### config.mk
export PLATFORM = sky130hd
export DESIGN_NAME = ssx_slave_tx
export DESIGN_NICKNAME = d
export VERILOG_FILES = /design/src/inc/ssx_pkg.sv /design/src/ssx_slave_tx.sv /design/src/ssx_sync.sv
export VERILOG_INCLUDE_DIRS = /design/src /design/src/inc
export SDC_FILE = /design/constraint.sdc
export NUM_CORES = 1
export LEC_CHECK = 0
export BUFFER_PORTS_ARGS = -buffer_cell sky130_fd_sc_hd__buf_2
export CORE_AREA = 5 5 73 102
export DETAILED_ROUTE_END_ITERATION = 8
export DIE_AREA = 0 0 78 107
export PLACE_DENSITY = 0.79
export SETUP_SLACK_MARGIN = 0.4
export SKIP_LAST_GASP = 1
export SYNTH_ARGS = -nofsm -noshare
export SYNTH_HDL_FRONTEND = slang
export SYNTH_HIERARCHICAL = 1
export SYNTH_SLANG_ARGS = --single-unit
### constraint.sdc
create_clock -name clk_sys -period 2.3 [get_ports clk_sys]
set_clock_uncertainty 0.1 [all_clocks]
set_input_delay 0.345 -clock clk_sys [delete_from_list [all_inputs] [get_ports clk_sys]]
set_output_delay 0.345 -clock clk_sys [all_outputs]
set_load 0.01 [all_outputs]
### src/inc/ssx_params.svh
/*
 * Constants of the serial port slave-transmit block: register offsets,
 * field positions, reset values and bus widths.
 * Assumes inclusion by bare name from the package and the design files.
 */
`ifndef SSX_PARAMS_SVH
`define SSX_PARAMS_SVH

// ****************************************
// Register offsets (word index on the plain register port)
// ****************************************
`define SSX_ADDR_W 3
`define SSX_DATA_W 8
`define SSX_OFF_CTRL1 3'h0
`define SSX_OFF_BUF 3'h1
`define SSX_OFF_STAT 3'h2
`define SSX_OFF_CTRL2 3'h3
`define SSX_OFF_CTRL3 3'h4
`define SSX_OFF_FLAGS 3'h5
`define SSX_OFF_OWNADDR 3'h6

// ****************************************
// Field positions
// ****************************************
`define SSX_CTRL1_WRITE_COLLISION_FLAG 7
`define SSX_CTRL1_OV 6
`define SSX_CTRL1_EN 5
`define SSX_CTRL1_CKP 4
`define SSX_STAT_BF 0
`define SSX_STAT_RW 2
`define SSX_STAT_START 3
`define SSX_STAT_STOP 4
`define SSX_CTRL2_ACK_STATUS_BIT 6
`define SSX_CTRL3_SLAVE_COLLISION_DETECT_ENABLE 2
`define SSX_FLAGS_IRQ 0
`define SSX_FLAGS_BCL 1

// ****************************************
// Reset values and counts
// ****************************************
`define SSX_BYTE_RST 8'h00
`define SSX_MODE_RST 4'h0
`define SSX_OWNADDR_RST 7'h00
`define SSX_BITS_PER_BYTE 4'h8
`define SSX_ACK_SLOT 4'h9

`endif

### src/inc/ssx_pkg.sv
/*
 * Types of the serial port slave-transmit block: mode codes and states.
 * Assumes the constants header sits beside it on the include path.
 */
`include "ssx_params.svh"

package ssx_pkg;

	// ****************************************
	// Port mode select codes
	// ****************************************
	typedef enum logic [3:0] {
		SSX_SPI_M_DIV4 = 4'h0,
		SSX_SPI_M_DIV16 = 4'h1,
		SSX_SPI_M_DIV64 = 4'h2,
		SSX_SPI_M_TMR = 4'h3,
		SSX_SPI_S_SEL = 4'h4,
		SSX_SPI_S_NOSEL = 4'h5,
		SSX_I2C_S7 = 4'h6,
		SSX_I2C_S10 = 4'h7,
		SSX_I2C_M = 4'h8,
		SSX_RSV9 = 4'h9,
		SSX_SPI_M_BAUD = 4'ha,
		SSX_I2C_FW = 4'hb,
		SSX_RSVC = 4'hc,
		SSX_RSVD = 4'hd,
		SSX_I2C_S7_SP = 4'he,
		SSX_I2C_S10_SP = 4'hf
	} ssx_mode_e;

	// Slave link states, Gray coded along idle, address, transmit
	typedef enum logic [1:0] {
		SSX_IDLE = 2'b00,
		SSX_ADDR = 2'b01,
		SSX_TX = 2'b11
	} ssx_state_e;

	typedef logic [`SSX_DATA_W-1:0] ssx_byte_t;

endpackage : ssx_pkg

### src/ssx_slave_tx.sv
/*
 * Synchronous serial port, two-wire slave-transmit path with its control,
 * status and flag registers on a plain register port.
 * Assumes SCL and SDA are open-drain wires resolved outside, and that the
 * bus clock is far slower than clk_sys (a few system cycles per half bit).
 */
`timescale 1ns/100ps
`default_nettype none

`include "ssx_params.svh"

module ssx_slave_tx
	import ssx_pkg::*;
#(
	parameter int DATA_W = `SSX_DATA_W
) (
	input wire logic clk_sys, // System clock, 20 MHz
	input wire logic rst, // Synchronous reset, high
	input wire logic [`SSX_ADDR_W-1:0] reg_addr, // Register index
	input wire logic [DATA_W-1:0] reg_wdata, // Write data
	input wire logic reg_wr, // Write strobe
	input wire logic reg_rd, // Read strobe
	output logic [DATA_W-1:0] reg_rdata, // Read data, cycle after strobe
	input wire logic scl_in, // SCL wire level
	output logic scl_out, // SCL drive value, always low
	output logic scl_oe, // SCL pulled low while high
	input wire logic sda_in, // SDA wire level
	output logic sda_out, // SDA drive value, always low
	output logic sda_oe, // SDA pulled low while high
	output logic pins_owned, // Port owns its pins
	output logic spi_clk_idle // Clock idle level in SPI modes
);

	import ssx_pkg::*;

	// ****************************************
	// Parameter check
	// ****************************************
	if (DATA_W != 8) begin : g_bad_width
		$error("ssx_slave_tx: DATA_W must be 8");
	end

	// ****************************************
	// State
	// ****************************************
	ssx_state_e state, next_state;
	logic [3:0] cnt, next_cnt;
	logic write_collision_flag, ov, en, clock_release_bit;
	logic [3:0] mode;
	logic bf, rw, start_bit, stop_bit, ack_status, slave_collision_detect_enable, irq, bcl, busy;
	logic [6:0] own_addr;
	ssx_byte_t buffer, txsh, rxsh;
	logic scl_s, sda_s, scl_p, sda_p;

	// Pins pass two flops before anything looks at them
	ssx_sync #(.WIDTH(2)) u_sync (
		.clk_sys(clk_sys),
		.rst(rst),
		.d({scl_in, sda_in}),
		.q({scl_s, sda_s})
	);

	// Previous levels for edge detection
	always_ff @(posedge clk_sys) begin
		if (rst) begin
			scl_p <= 1'b1;
			sda_p <= 1'b1;
		end else begin
			scl_p <= scl_s;
			sda_p <= sda_s;
		end
	end

	// ****************************************
	// Decodes
	// ****************************************
	wire sel_ctrl1 = reg_addr == `SSX_OFF_CTRL1;
	wire sel_buf = reg_addr == `SSX_OFF_BUF;
	wire sel_ctrl3 = reg_addr == `SSX_OFF_CTRL3;
	wire sel_flags = reg_addr == `SSX_OFF_FLAGS;
	wire sel_own = reg_addr == `SSX_OFF_OWNADDR;
	wire wr_ctrl1 = reg_wr & sel_ctrl1;
	wire wr_buf = reg_wr & sel_buf;
	wire rd_buf = reg_rd & sel_buf;

	// Mode select groups; reserved codes fall in no group
	wire is_i2c_slave = en & (mode == SSX_I2C_S7 || mode == SSX_I2C_S10
		|| mode == SSX_I2C_S7_SP || mode == SSX_I2C_S10_SP);
	wire is_master = en & (mode == SSX_I2C_M || mode == SSX_I2C_FW);
	wire is_spi = en & (mode <= SSX_SPI_S_NOSEL || mode == SSX_SPI_M_BAUD);
	wire start_irq_en = mode == SSX_I2C_S7_SP || mode == SSX_I2C_S10_SP;

	// Bus edges and conditions
	wire scl_rise = scl_s & ~scl_p;
	wire scl_fall = ~scl_s & scl_p;
	wire start_det = en & scl_s & scl_p & sda_p & ~sda_s;
	wire stop_det = en & scl_s & scl_p & ~sda_p & sda_s;
	wire in_addr = state == SSX_ADDR;
	wire in_tx = state == SSX_TX;

	// Address byte decision after the eighth falling edge
	wire addr_hit = rxsh[7:1] == own_addr;
	wire ack_dec = is_i2c_slave & in_addr & scl_fall & (cnt == `SSX_BITS_PER_BYTE) & addr_hit & rxsh[0];
	wire ack_ok = ack_dec & ~bf & ~ov;
	wire ack_ovf = ack_dec & (bf | ov);
	wire ack_end = in_addr & scl_fall & (cnt == `SSX_ACK_SLOT);

	// Transmit phase events
	wire tx_shift = in_tx & scl_fall & (cnt < `SSX_BITS_PER_BYTE);
	wire ack_smp = in_tx & scl_rise & (cnt == `SSX_BITS_PER_BYTE);
	wire byte_end = in_tx & scl_fall & (cnt == `SSX_BITS_PER_BYTE);
	wire collide = in_tx & scl_rise & (cnt < `SSX_BITS_PER_BYTE) & txsh[7] & ~sda_s & slave_collision_detect_enable;

	// A write while the byte is on the wire must not corrupt it
	wire shifting = in_tx & clock_release_bit & (cnt < `SSX_BITS_PER_BYTE);
	wire write_collision_flag_set = wr_buf & ((is_i2c_slave & shifting) | (is_master & busy));
	wire buf_load = wr_buf & ~write_collision_flag_set;
	wire irq_set = ack_end | byte_end | (start_det & start_irq_en);

	// Read data selection; unmapped indices read zero
	wire [DATA_W-1:0] rd_mux =
		sel_ctrl1 ? {write_collision_flag, ov, en, clock_release_bit, mode} :
		sel_buf ? buffer :
		(reg_addr == `SSX_OFF_STAT) ? {3'h0, stop_bit, start_bit, rw, 1'b0, bf} :
		(reg_addr == `SSX_OFF_CTRL2) ? {1'b0, ack_status, 6'h00} :
		sel_ctrl3 ? {5'h00, slave_collision_detect_enable, 2'h0} :
		sel_flags ? {6'h00, bcl, irq} :
		sel_own ? {1'b0, own_addr} : `SSX_BYTE_RST;

	// ****************************************
	// Slave sequence
	// ****************************************
	// Start and Stop override any byte in flight
	always_comb begin
		next_state = state;
		next_cnt = cnt;
		if (!en) begin
			next_state = SSX_IDLE;
		end else if (stop_det) begin
			next_state = SSX_IDLE;
		end else if (start_det) begin
			next_state = is_i2c_slave ? SSX_ADDR : SSX_IDLE;
			next_cnt = 4'h0;
		end else begin
			case (state)
				SSX_ADDR: begin
					if (scl_rise && cnt < `SSX_BITS_PER_BYTE)
						next_cnt = cnt + 4'h1;
					if (ack_ok) begin
						next_cnt = `SSX_ACK_SLOT;
					end else if (scl_fall && cnt == `SSX_BITS_PER_BYTE) begin
						next_state = SSX_IDLE;
					end else if (ack_end) begin
						next_state = SSX_TX;
						next_cnt = 4'h0;
					end
				end
				SSX_TX: begin
					if (collide) begin
						next_state = SSX_IDLE;
					end else if (tx_shift) begin
						next_cnt = cnt + 4'h1;
					end else if (byte_end) begin
						next_cnt = 4'h0;
						if (ack_status)
							next_state = SSX_IDLE;
					end
				end
				SSX_IDLE: begin
					next_cnt = 4'h0;
				end
				default: begin
					next_state = SSX_IDLE;
					next_cnt = 4'h0;
				end
			endcase
		end
	end

	always_ff @(posedge clk_sys) begin
		if (rst) begin
			state <= SSX_IDLE;
			cnt <= 4'h0;
		end else begin
			state <= next_state;
			cnt <= next_cnt;
		end
	end

	// ****************************************
	// Shift registers and buffer
	// ****************************************
	// Address bits are taken while SCL is high, so on its rising edge
	always_ff @(posedge clk_sys) begin
		if (rst) begin
			rxsh <= `SSX_BYTE_RST;
		end else if (in_addr && scl_rise && cnt < `SSX_BITS_PER_BYTE) begin
			rxsh <= {rxsh[6:0], sda_s};
		end
	end

	// Shift only after a falling edge keeps SDA steady through SCL high
	always_ff @(posedge clk_sys) begin
		if (rst) begin
			txsh <= `SSX_BYTE_RST;
		end else if (buf_load) begin
			txsh <= reg_wdata;
		end else if (tx_shift) begin
			txsh <= {txsh[6:0], 1'b0};
		end
	end

	// Overflowed address never reaches the buffer
	always_ff @(posedge clk_sys) begin
		if (rst) begin
			buffer <= `SSX_BYTE_RST;
		end else if (buf_load) begin
			buffer <= reg_wdata;
		end else if (ack_ok) begin
			buffer <= rxsh;
		end
	end

	// ****************************************
	// Control register one
	// ****************************************
	// Hardware clear of clock release beats a software set in the same cycle
	always_ff @(posedge clk_sys) begin
		if (rst) begin
			en <= 1'b0;
			mode <= `SSX_MODE_RST;
			clock_release_bit <= 1'b0;
		end else begin
			if (wr_ctrl1) begin
				en <= reg_wdata[`SSX_CTRL1_EN];
				mode <= reg_wdata[3:0];
				clock_release_bit <= reg_wdata[`SSX_CTRL1_CKP];
			end
			if (ack_end || (byte_end && !ack_status))
				clock_release_bit <= 1'b0;
		end
	end

	// Sticky flags: a hardware set wins over a software clear
	always_ff @(posedge clk_sys) begin
		if (rst) begin
			write_collision_flag <= 1'b0;
			ov <= 1'b0;
			irq <= 1'b0;
			bcl <= 1'b0;
			bf <= 1'b0;
		end else begin
			write_collision_flag <= (wr_ctrl1 ? reg_wdata[`SSX_CTRL1_WRITE_COLLISION_FLAG] : write_collision_flag) | write_collision_flag_set;
			ov <= (wr_ctrl1 ? reg_wdata[`SSX_CTRL1_OV] : ov) | ack_ovf;
			irq <= ((reg_wr && sel_flags) ? reg_wdata[`SSX_FLAGS_IRQ] : irq) | irq_set;
			bcl <= ((reg_wr && sel_flags) ? reg_wdata[`SSX_FLAGS_BCL] : bcl) | collide;
			bf <= (bf & ~rd_buf) | ack_ok;
		end
	end

	// ****************************************
	// Status, options and own address
	// ****************************************
	always_ff @(posedge clk_sys) begin
		if (rst) begin
			rw <= 1'b0;
			start_bit <= 1'b0;
			stop_bit <= 1'b0;
			busy <= 1'b0;
			ack_status <= 1'b0;
		end else begin
			if (ack_ok)
				rw <= 1'b1;
			if (start_det) begin
				start_bit <= 1'b1;
				stop_bit <= 1'b0;
				busy <= 1'b1;
			end else if (stop_det) begin
				start_bit <= 1'b0;
				stop_bit <= 1'b1;
				busy <= 1'b0;
			end
			if (ack_smp)
				ack_status <= sda_s;
		end
	end

	always_ff @(posedge clk_sys) begin
		if (rst) begin
			slave_collision_detect_enable <= 1'b0;
			own_addr <= `SSX_OWNADDR_RST;
		end else begin
			if (reg_wr && sel_ctrl3)
				slave_collision_detect_enable <= reg_wdata[`SSX_CTRL3_SLAVE_COLLISION_DETECT_ENABLE];
			if (reg_wr && sel_own)
				own_addr <= reg_wdata[6:0];
		end
	end

	// ****************************************
	// Outputs, all registered
	// ****************************************
	// Pull SDA low for the acknowledge slot and for each zero data bit
	wire next_sda_oe = en & ((in_addr & (cnt == `SSX_ACK_SLOT))
		| (in_tx & (cnt < `SSX_BITS_PER_BYTE) & ~txsh[7]));
	wire next_scl_oe = is_i2c_slave & in_tx & ~clock_release_bit;

	always_ff @(posedge clk_sys) begin
		if (rst) begin
			reg_rdata <= `SSX_BYTE_RST;
			sda_oe <= 1'b0;
			scl_oe <= 1'b0;
			sda_out <= 1'b0;
			scl_out <= 1'b0;
			pins_owned <= 1'b0;
			spi_clk_idle <= 1'b0;
		end else begin
			reg_rdata <= reg_rd ? rd_mux : `SSX_BYTE_RST;
			sda_oe <= next_sda_oe;
			scl_oe <= next_scl_oe;
			sda_out <= 1'b0;
			scl_out <= 1'b0;
			pins_owned <= en;
			spi_clk_idle <= is_spi & clock_release_bit;
		end
	end
endmodule : ssx_slave_tx

`default_nettype wire

### src/ssx_sync.sv
/*
 * Two-flop synchroniser for a group of independent levels.
 * Assumes each bit is a slow level from outside the clk_sys domain.
 */
`timescale 1ns/100ps
`default_nettype none

module ssx_sync #(
	parameter int WIDTH = 2
) (
	input wire logic clk_sys, // System clock
	input wire logic rst, // Synchronous reset, high
	input wire logic [WIDTH-1:0] d, // Asynchronous levels
	output logic [WIDTH-1:0] q // Synchronised levels
);

	logic [WIDTH-1:0] meta;

	// ****************************************
	// Width check
	// ****************************************
	if (WIDTH < 1) begin : g_bad_width
		$error("ssx_sync: WIDTH must be at least one");
	end

	// ****************************************
	// One chain per bit; bus idles high so reset to one
	// ****************************************
	for (genvar i = 0; i < WIDTH; i++) begin : g_bit
		always_ff @(posedge clk_sys) begin
			if (rst) begin
				meta[i] <= 1'b1;
				q[i] <= 1'b1;
			end else begin
				meta[i] <= d[i];
				q[i] <= meta[i];
			end
		end
	end

endmodule : ssx_sync

`default_nettype wire

==> results of run 1 <==
[synthesized netlist by cell type, drive strengths merged, types with 4 or more instances]
cell type	count	area [um2]
buf	5	33.8
inv	11	41.3
nand3	21	105
nor4	4	40.0
o21ai	8	40.0
o21bai	7	52.6
or2	9	56.3
clkbuf	17	63.8
nand2b	5	31.3
mux2i	16	160
a31oi	9	56.3
nor2b	6	37.5
nor2	21	78.8
a41oi	4	35.0
a21oi	39	195
xnor2	9	78.8
nor3b	4	30.0
nand2	64	240
dfxtp	71	1420
[report_power, final]
| part | internal, uW | switching, uW |
|---|---|---|
| Sequential | 1250 | 20.1 |
| Clock | 419 | 490 |
| Combinational | 75.2 | 111 |
| Total | 1740 | 621 |
[flip-flops by register name, summed over array words and instances, names as in the netlist, 4 cells and up]
name       cells
rxsh           8
reg_rdata      8
own_addr       7
txsh           8
mode           4
buffer         8
cnt            4
[per-stage QoR]
stage                     instances  setup slack [ns]  util, %  total power (uW)
after floorplan                 387             0.217        -              1390
after global placement          481             0.273     55.5              1440
after detailed placement        481             0.200     55.5              1450
after CTS                       506             0.302     60.1              2330
after global routing            515            0.0950     64.3              2440
final                           515             0.214     64.3              2360
[layout make-up]
cell class                      count  area [um2]  area share [%]
Clock buffer                       11         141            3.41
Clock inverter                      5        33.8           0.816
Inverter                           11        46.3            1.12
Multi-Input combinational cell    283        1920            46.4
Sequential cell                    71        1450            35.0
Tap cell                           74        92.6            2.24
Timing Repair Buffer               60         455            11.0
[per-layer routing]
layer / vias up / global-route usage [%] / part of all wire [%]
met3: 55 / 5.71 / 7.1
li1: 1463 / - / -
met5: - / 0 / 0
met4: 0 / 16.1 / 6.4
met1: 1567 / 24.9 / 36
met2: 185 / 38.8 / 50
[cells by family after synthesis]
group	synth area share [%]
buffers and inverters	4.22
AOI/OAI and AO/OA	18.1
and+or+nand+nor	24.4
adders and majority gates	1.14
other	0.114
DFF	43.2
muxes	5.90
xor gates and xnor gates	2.93
[what timing repair did]
item                       CTS  global route
buffers inserted             9             6
setup endpoints to repair   21            22
cloned                       0             3
resized for setup           19            28
pin swaps                    4            10
[final timing paths]
check             slack (ns)            from  cells past startpoint        endpoint
setup / recovery        0.21              en                      5              ov
hold / removal          0.06          scl_in                      2  u_sync/meta[1]
setup reg to reg        0.21              en                      5              ov
hold reg to reg         0.31  u_sync/meta[1]                      1     u_sync/q[1]
[critical path, delay by kind of cell, from the launching register on]
| family | cells | cell delay, ns |
|---|---|---|
| flip-flops | 1 | 0.39 |
| AND/OR/NAND/NOR | 3 | 1.22 |
| AO/OA/AOI/OAI | 2 | 0.31 |
==> metrics list, run 1 <==
- The flow ran to the end, and the final reports show no timing, DRC or antenna violations.
* Largest net degree at the start of global routing: 37
- Global routing used between 20% and 30% of the available tracks.
- The routed layout has 3270 vias.
- Setup violations remaining at the end of the flow were counted as 0.
- For this run, the slowest stage of the critical path takes ~0.58 ns.
* Max-capacitance violation count: 0
* Starting density of the core: around half
- Highest-count cells in the layout ignoring fill and taps: nand2_1 (64), dfxtp_1 (60), a21oi_1 (39)
- TritonCTS built the clock tree.
* First-pass GRT wire length: between 15 and 20 mm
- Peak VDD IR: 374 uV
- Buffers inserted to repair hold after CTS numbered 0.
- The most used flip-flop cell after synthesis is dfxtp_1.
- The H-tree was split into 3 levels.
- Synthesized area divided by synthesized cell count: 8.52 um2
- Post-Syn Area: ~3300 um2
- Average wire length per cell after detail routing: roughly 20 um
- Clk_lat worst skew: roughly 0.36 ns
- The detail route stage leaves a number of antenna-violating nets equal to 0.
- Maximum clock frequency: ~480 MHz
* DRC: 0
* Deepest clock path buffer count: 2
- In the final design database the tool counted around 460 nets.
* Cells along the critical path: nand3_1 -> or4b_4 -> nor4_1 -> a22oi_1 -> a21oi_1
* DIE AREA: roughly 8300 um2
- Clock buffer count from CTS: 9
- Total negative slack: 0 ns
- Setup repair after global routing missed its margin: true
* Number of placement rows: 35
* Fin crit share: between 90% and 100%
* Antenna cells: 0
- HP Class: in -> reg
* Share of post-route cells with drive strength above 1: 27.7%
- CTS Sinks: 71
- Post-synth EDFFs: 0
- Final weighted congestion in routability-driven placement: 0.934
* Slew headroom: around three fifths
- The total overflow left after global routing is 0.
* Horiz. Die Dim: between 70 and 80 um
- Endpoint required time on the critical path: around 2.5 ns
- Post-synthesis sequential area ratio: 43.2%
- Drt initial violations: around 400
- Before antenna repair, the detailed router went through 5 iterations.
- Time the final worst path needs with I/O delays and setup: 2.09 ns
- The worst setup path is captured at a flop.
- Total length of routed wires: roughly 10 mm
- Power spread over the standard cell area amounts to roughly 570 nW/um2.
* Total cell area at the placement stage: 3570 um2
- Measured along the y axis, the die boundary spans between 100 and 150 um.
- Placeable Area: roughly 6400 um2
- Root buf cell: clkbuf_8
- In the synthesized netlist the async set-or-reset flop fraction comes to 0%.
* Hold Slack: roughly 0.06 ns
* Area growth from synthesis to final layout: 25.9%
- Arrival time at the worst endpoint: around 2.3 ns
* Slew at the pin closest to its max-slew limit: 0.595 ns
* CP max FO: 7
- Vias per cell: about 6.3
- The Yosys step of the flow raised 6 warnings.
- Nature of the critical path startpoint: flop
* Half-perimeter wire length after detailed placement: roughly 6.7 mm
- Fill cell total of the finished layout: roughly 490
* IO Pins: 31
- Counting every instance in the synthesized netlist gives ~390.
- Summed over all cells, the static leakage comes to ~0.0015 uW.
* Slew Limit Fails: 0
- The hold violation count in the final report came to 0.
- Number of different library cells in the post-synthesis netlist: 62
* Commonest non-fill, non-tap cell in the layout: nand2_1
* Final design area excluding fillers: between 4000 and 5000 um2
* Synthesis-stage register bit count: roughly 70
- Type of the setup path with the least slack: reg -> reg
- On the critical path, the stage with the largest delay is an instance of or4b_4.
- Clk slew on worst S/H paths: ~0.080 ns
- Vias in the first global route: 3093
- During placement, the flow inserted port buffers numbering 28.
* Number of antenna violations at the first check in global routing: 0
No activity file was read; power rests on OpenSTA's default activity.
==> run 2, diff against run 1 <==
Settings changed: ABC_AREA set to 1, CORE_AREA 5 5 73 102 to 5 5 74 104, DIE_AREA 0 0 78 107 to 0 0 79 109, PLACE_DENSITY 0.79 to 0.8.
==> metrics list, run 2 <==
- Nature of the critical path startpoint: flop
- Dominant register cell in the synthesized netlist: dfxtp_1
- The area of the mapped netlist came to 3420 um2 (+4.0%).
- Number of different library cells in the post-synthesis netlist: 41 (-34%)
* Post-layout net count: 531 (+16%)
- The clock net sink count is 71 (unchanged).
- Endpoint required time on the critical path: 2.42 ns (-0.07 ns)
- The worst hold path belongs to the class in -> reg.
- Total length of routed wires: 9.19 mm (-10%)
- The count of yosys warnings during synthesis was 6 (unchanged).
* Largest net degree at the start of global routing: 25 (-32%)
* Root buf cell: clkbuf_8
- DRC: 0 (unchanged)
* Area growth from synthesis to final layout: 16.0%
- GR Util All Layers: 22.2% (-0.89 points)
- Setup crit end kind: flop
- Setup repair after global routing could not meet its margin everywhere.
- Share of post-route cells with drive strength above 1: 19.8% (-7.9 points)
* Ranking of synthesized cells by area: dfxtp_1 (42%), nand2_1 (12%), a21oi_1 (7.2%)
- Die boundary height: 109 um (+1.9%)
- The final HPWL from detailed placement was 7.04 mm (+5.2%).
* Number of antenna violations at the first check in global routing: 0 (unchanged)
* Remaining number of nets flagged by the antenna check after routing: 0 (unchanged)
* Total number of H-tree levels: 3 (unchanged)
* Run status: completed
* Pwr Total: 2550 uW (+7.8%)
- Deepest clock path buffer count: 2 (unchanged)
- The static power due to leakage came to 0.00164 uW (+7.2%).
* Type of the setup path with the least slack: reg -> reg
* Average wire length per cell after detail routing: 15.5 um (-22%)
- TritonCTS clock tree: done
- Count leader, synth: nand2_1
- Antenna cells: 0 (unchanged)
- In the synthesized netlist, the cells that appear most often are nand2_1 (109), dfxtp_1 (71), inv_1 (55).
- The worst IR drop on VDD came to 394 uV (+5.4%).
- The number of endpoints failing setup at the final stage was 0 (unchanged).
* Drt initial violations: 236 (-39%)
- The final RePlAce weighted congestion was 0.907 (-2.8%).
- Post-synthesis sequential area ratio: 41.6% (-1.7 points)
- The relative slew slack came to 60.5% (+0.59 points).
- Total global routing overflow: 0 (unchanged)
- The total number of vias came to 3329 (+1.8%).
- The die boundary width came to 79 um (+1.3%).
- The effective utilization at floorplan came to 51.0% (-0.11 points).
- Hold buffers post-CTS: 0 (unchanged)
- Post-synthesis cell count: 471 (+22%)
* Hold Violations, Final: 0 (unchanged)
* First-pass GRT wire length: 14.7 mm (-3.8%)
- The area enclosed by the die boundary came to 8610 um2 (+3.2%).
- Vias in the first global route: 3167 (+2.4%)
- Arrival time at the worst endpoint: 1.90 ns (-0.38 ns)
- Pre-CTS WS: 0.346 ns (+0.146 ns)
- Clk slew on worst S/H paths: 0.08 ns (about the same)
* Time the final worst path needs with I/O delays and setup: 1.78 ns (-0.303 ns)
- Synth top area share: 41.6% (-1.7 points)
- Total negative slack: 0 ns (unchanged)
- The total of max-cap violations came to 0 (unchanged).
* Highest-count cells in the layout ignoring fill and taps: nand2_1 (109), dfxtp_1 (66), inv_1 (53)
* Fin crit share: 77.5% (-13 points)
- The total power density per cell area was 642 nW/um2 (+13%).
- Clk_lat worst skew: 0.35 ns (about the same)
- Number of placement rows: 36 (+2.9%)
* Slew Limit Fails: 0 (unchanged)
* Slew at the pin closest to its max-slew limit: 0.588 ns (-0.00707 ns)
* Count of buffers inserted at the top-level ports: 28 (unchanged)
- Leaving out fill and tap cells, the most frequent cell in the layout is nand2_1.
* Synthesized area divided by synthesized cell count: 7.26 um2 (-15%)
- The timing-limited maximum frequency is 561 MHz (+17%).
* Area leader, netlist: dfxtp_1
- Total iterations of the first detailed-routing run: 5 (unchanged)
- Clock buffer count from CTS: 9 (unchanged)
- The number of synthesized flops with an enable pin was 0 (unchanged).
* Synthesis-stage register bit count: 71 (unchanged)
* IO Pins: 31 (unchanged)
- Vias per cell: 5.62 (-11%)
- Placeable Area: 6710 um2 (+4.3%)
* CP max FO: 6 (-1)
- Fraction of synthesis flops using an asynchronous set or reset pin: 0% (unchanged)
* Smallest setup slack after layout: 0.517 ns (+0.303 ns)
[run 2: cell families after synthesis]
family	after synthesis	share of synthesized area (%)
other	1	0.110
muxes	2	0.585
xor gates and xnor gates	3	0.768
AOI/OAI and AO/OA	104	17.0
DFF	71	41.6
buffers and inverters	78	9.25
adders and majority gates	3	1.10
and+or+nand+nor	209	29.6
[run 2: metal layers]
metal | vias up | global-route usage, % | share of wire [%]
met3 | 29 | 5.79 | 6.8
li1 | 1639 | - | -
met4 | 0 | 12.7 | 3.5
met5 | - | 0 | 0
met2 | 136 | 38.3 | 50
met1 | 1525 | 24.4 | 39
[run 2: cell type report]
class / count / area, um2
Clock buffer: 11 / 151
Clock inverter: 5 / 80.1
Fill cell: 628 / 2740
Inverter: 65 / 246
Multi-Input combinational cell: 324 / 1740
Sequential cell: 71 / 1430
Tap cell: 76 / 95.1
Timing Repair Buffer: 40 / 230
[run 2: per-stage QoR]
step	hold slack, ns	utilization, %	instance area, um2	instances
2_1_floorplan	0.286	-	3420	472
3_3_place_gp	0.293	54.3	3640	570
5_1_grt	0.0700	59.1	3970	592
6_report	0.0764	59.1	3970	592
4_1_cts	0.0602	57.8	3880	586
3_5_place_dp	0.300	54.3	3640	570
[run 2: path summary, 6_finish.rpt]
| path | startpoint | to | slack (ns) | cells past startpoint |
|---|---|---|---|---|
| max | state[0] | cnt[1] | 0.52 | 11 |
| min | scl_in | u_sync/meta[1] | 0.08 | 3 |
| max reg2reg | state[0] | cnt[1] | 0.52 | 11 |
| min reg2reg | u_sync/meta[0] | u_sync/q[0] | 0.31 | 2 |
[run 2: repair_timing]
| item | CTS | global route |
|---|---|---|
| endpoints found under the setup margin | 3 | 24 |
| gates resized for setup | 1 | 15 |
| setup buffers | 0 | 5 |
| cloned | 0 | 1 |
| pin swaps | 0 | 3 |
[run 2: critical path, cell delays in order, from the launching register on]
cell and delay (ns):
dfxtp_2 0.38, nand2_1 0.16, inv_2 0.16, nand3_1 0.15
nor2_4 0.17, nand2_1 0.12, o21ai_0 0.12, inv_1 0.06
nand3_1 0.07, nand2_1 0.05, nand2_1 0.05, a21oi_1 0.06
[run 2: power breakdown]
part / internal, uW / switching (uW) / leakage, uW
sequential: 1250 / 13.8 / 0.000577
clock: 667 / 465 / 0.000112
combinational: 46.6 / 104 / 0.000948
total: 1960 / 584 / 0.00164
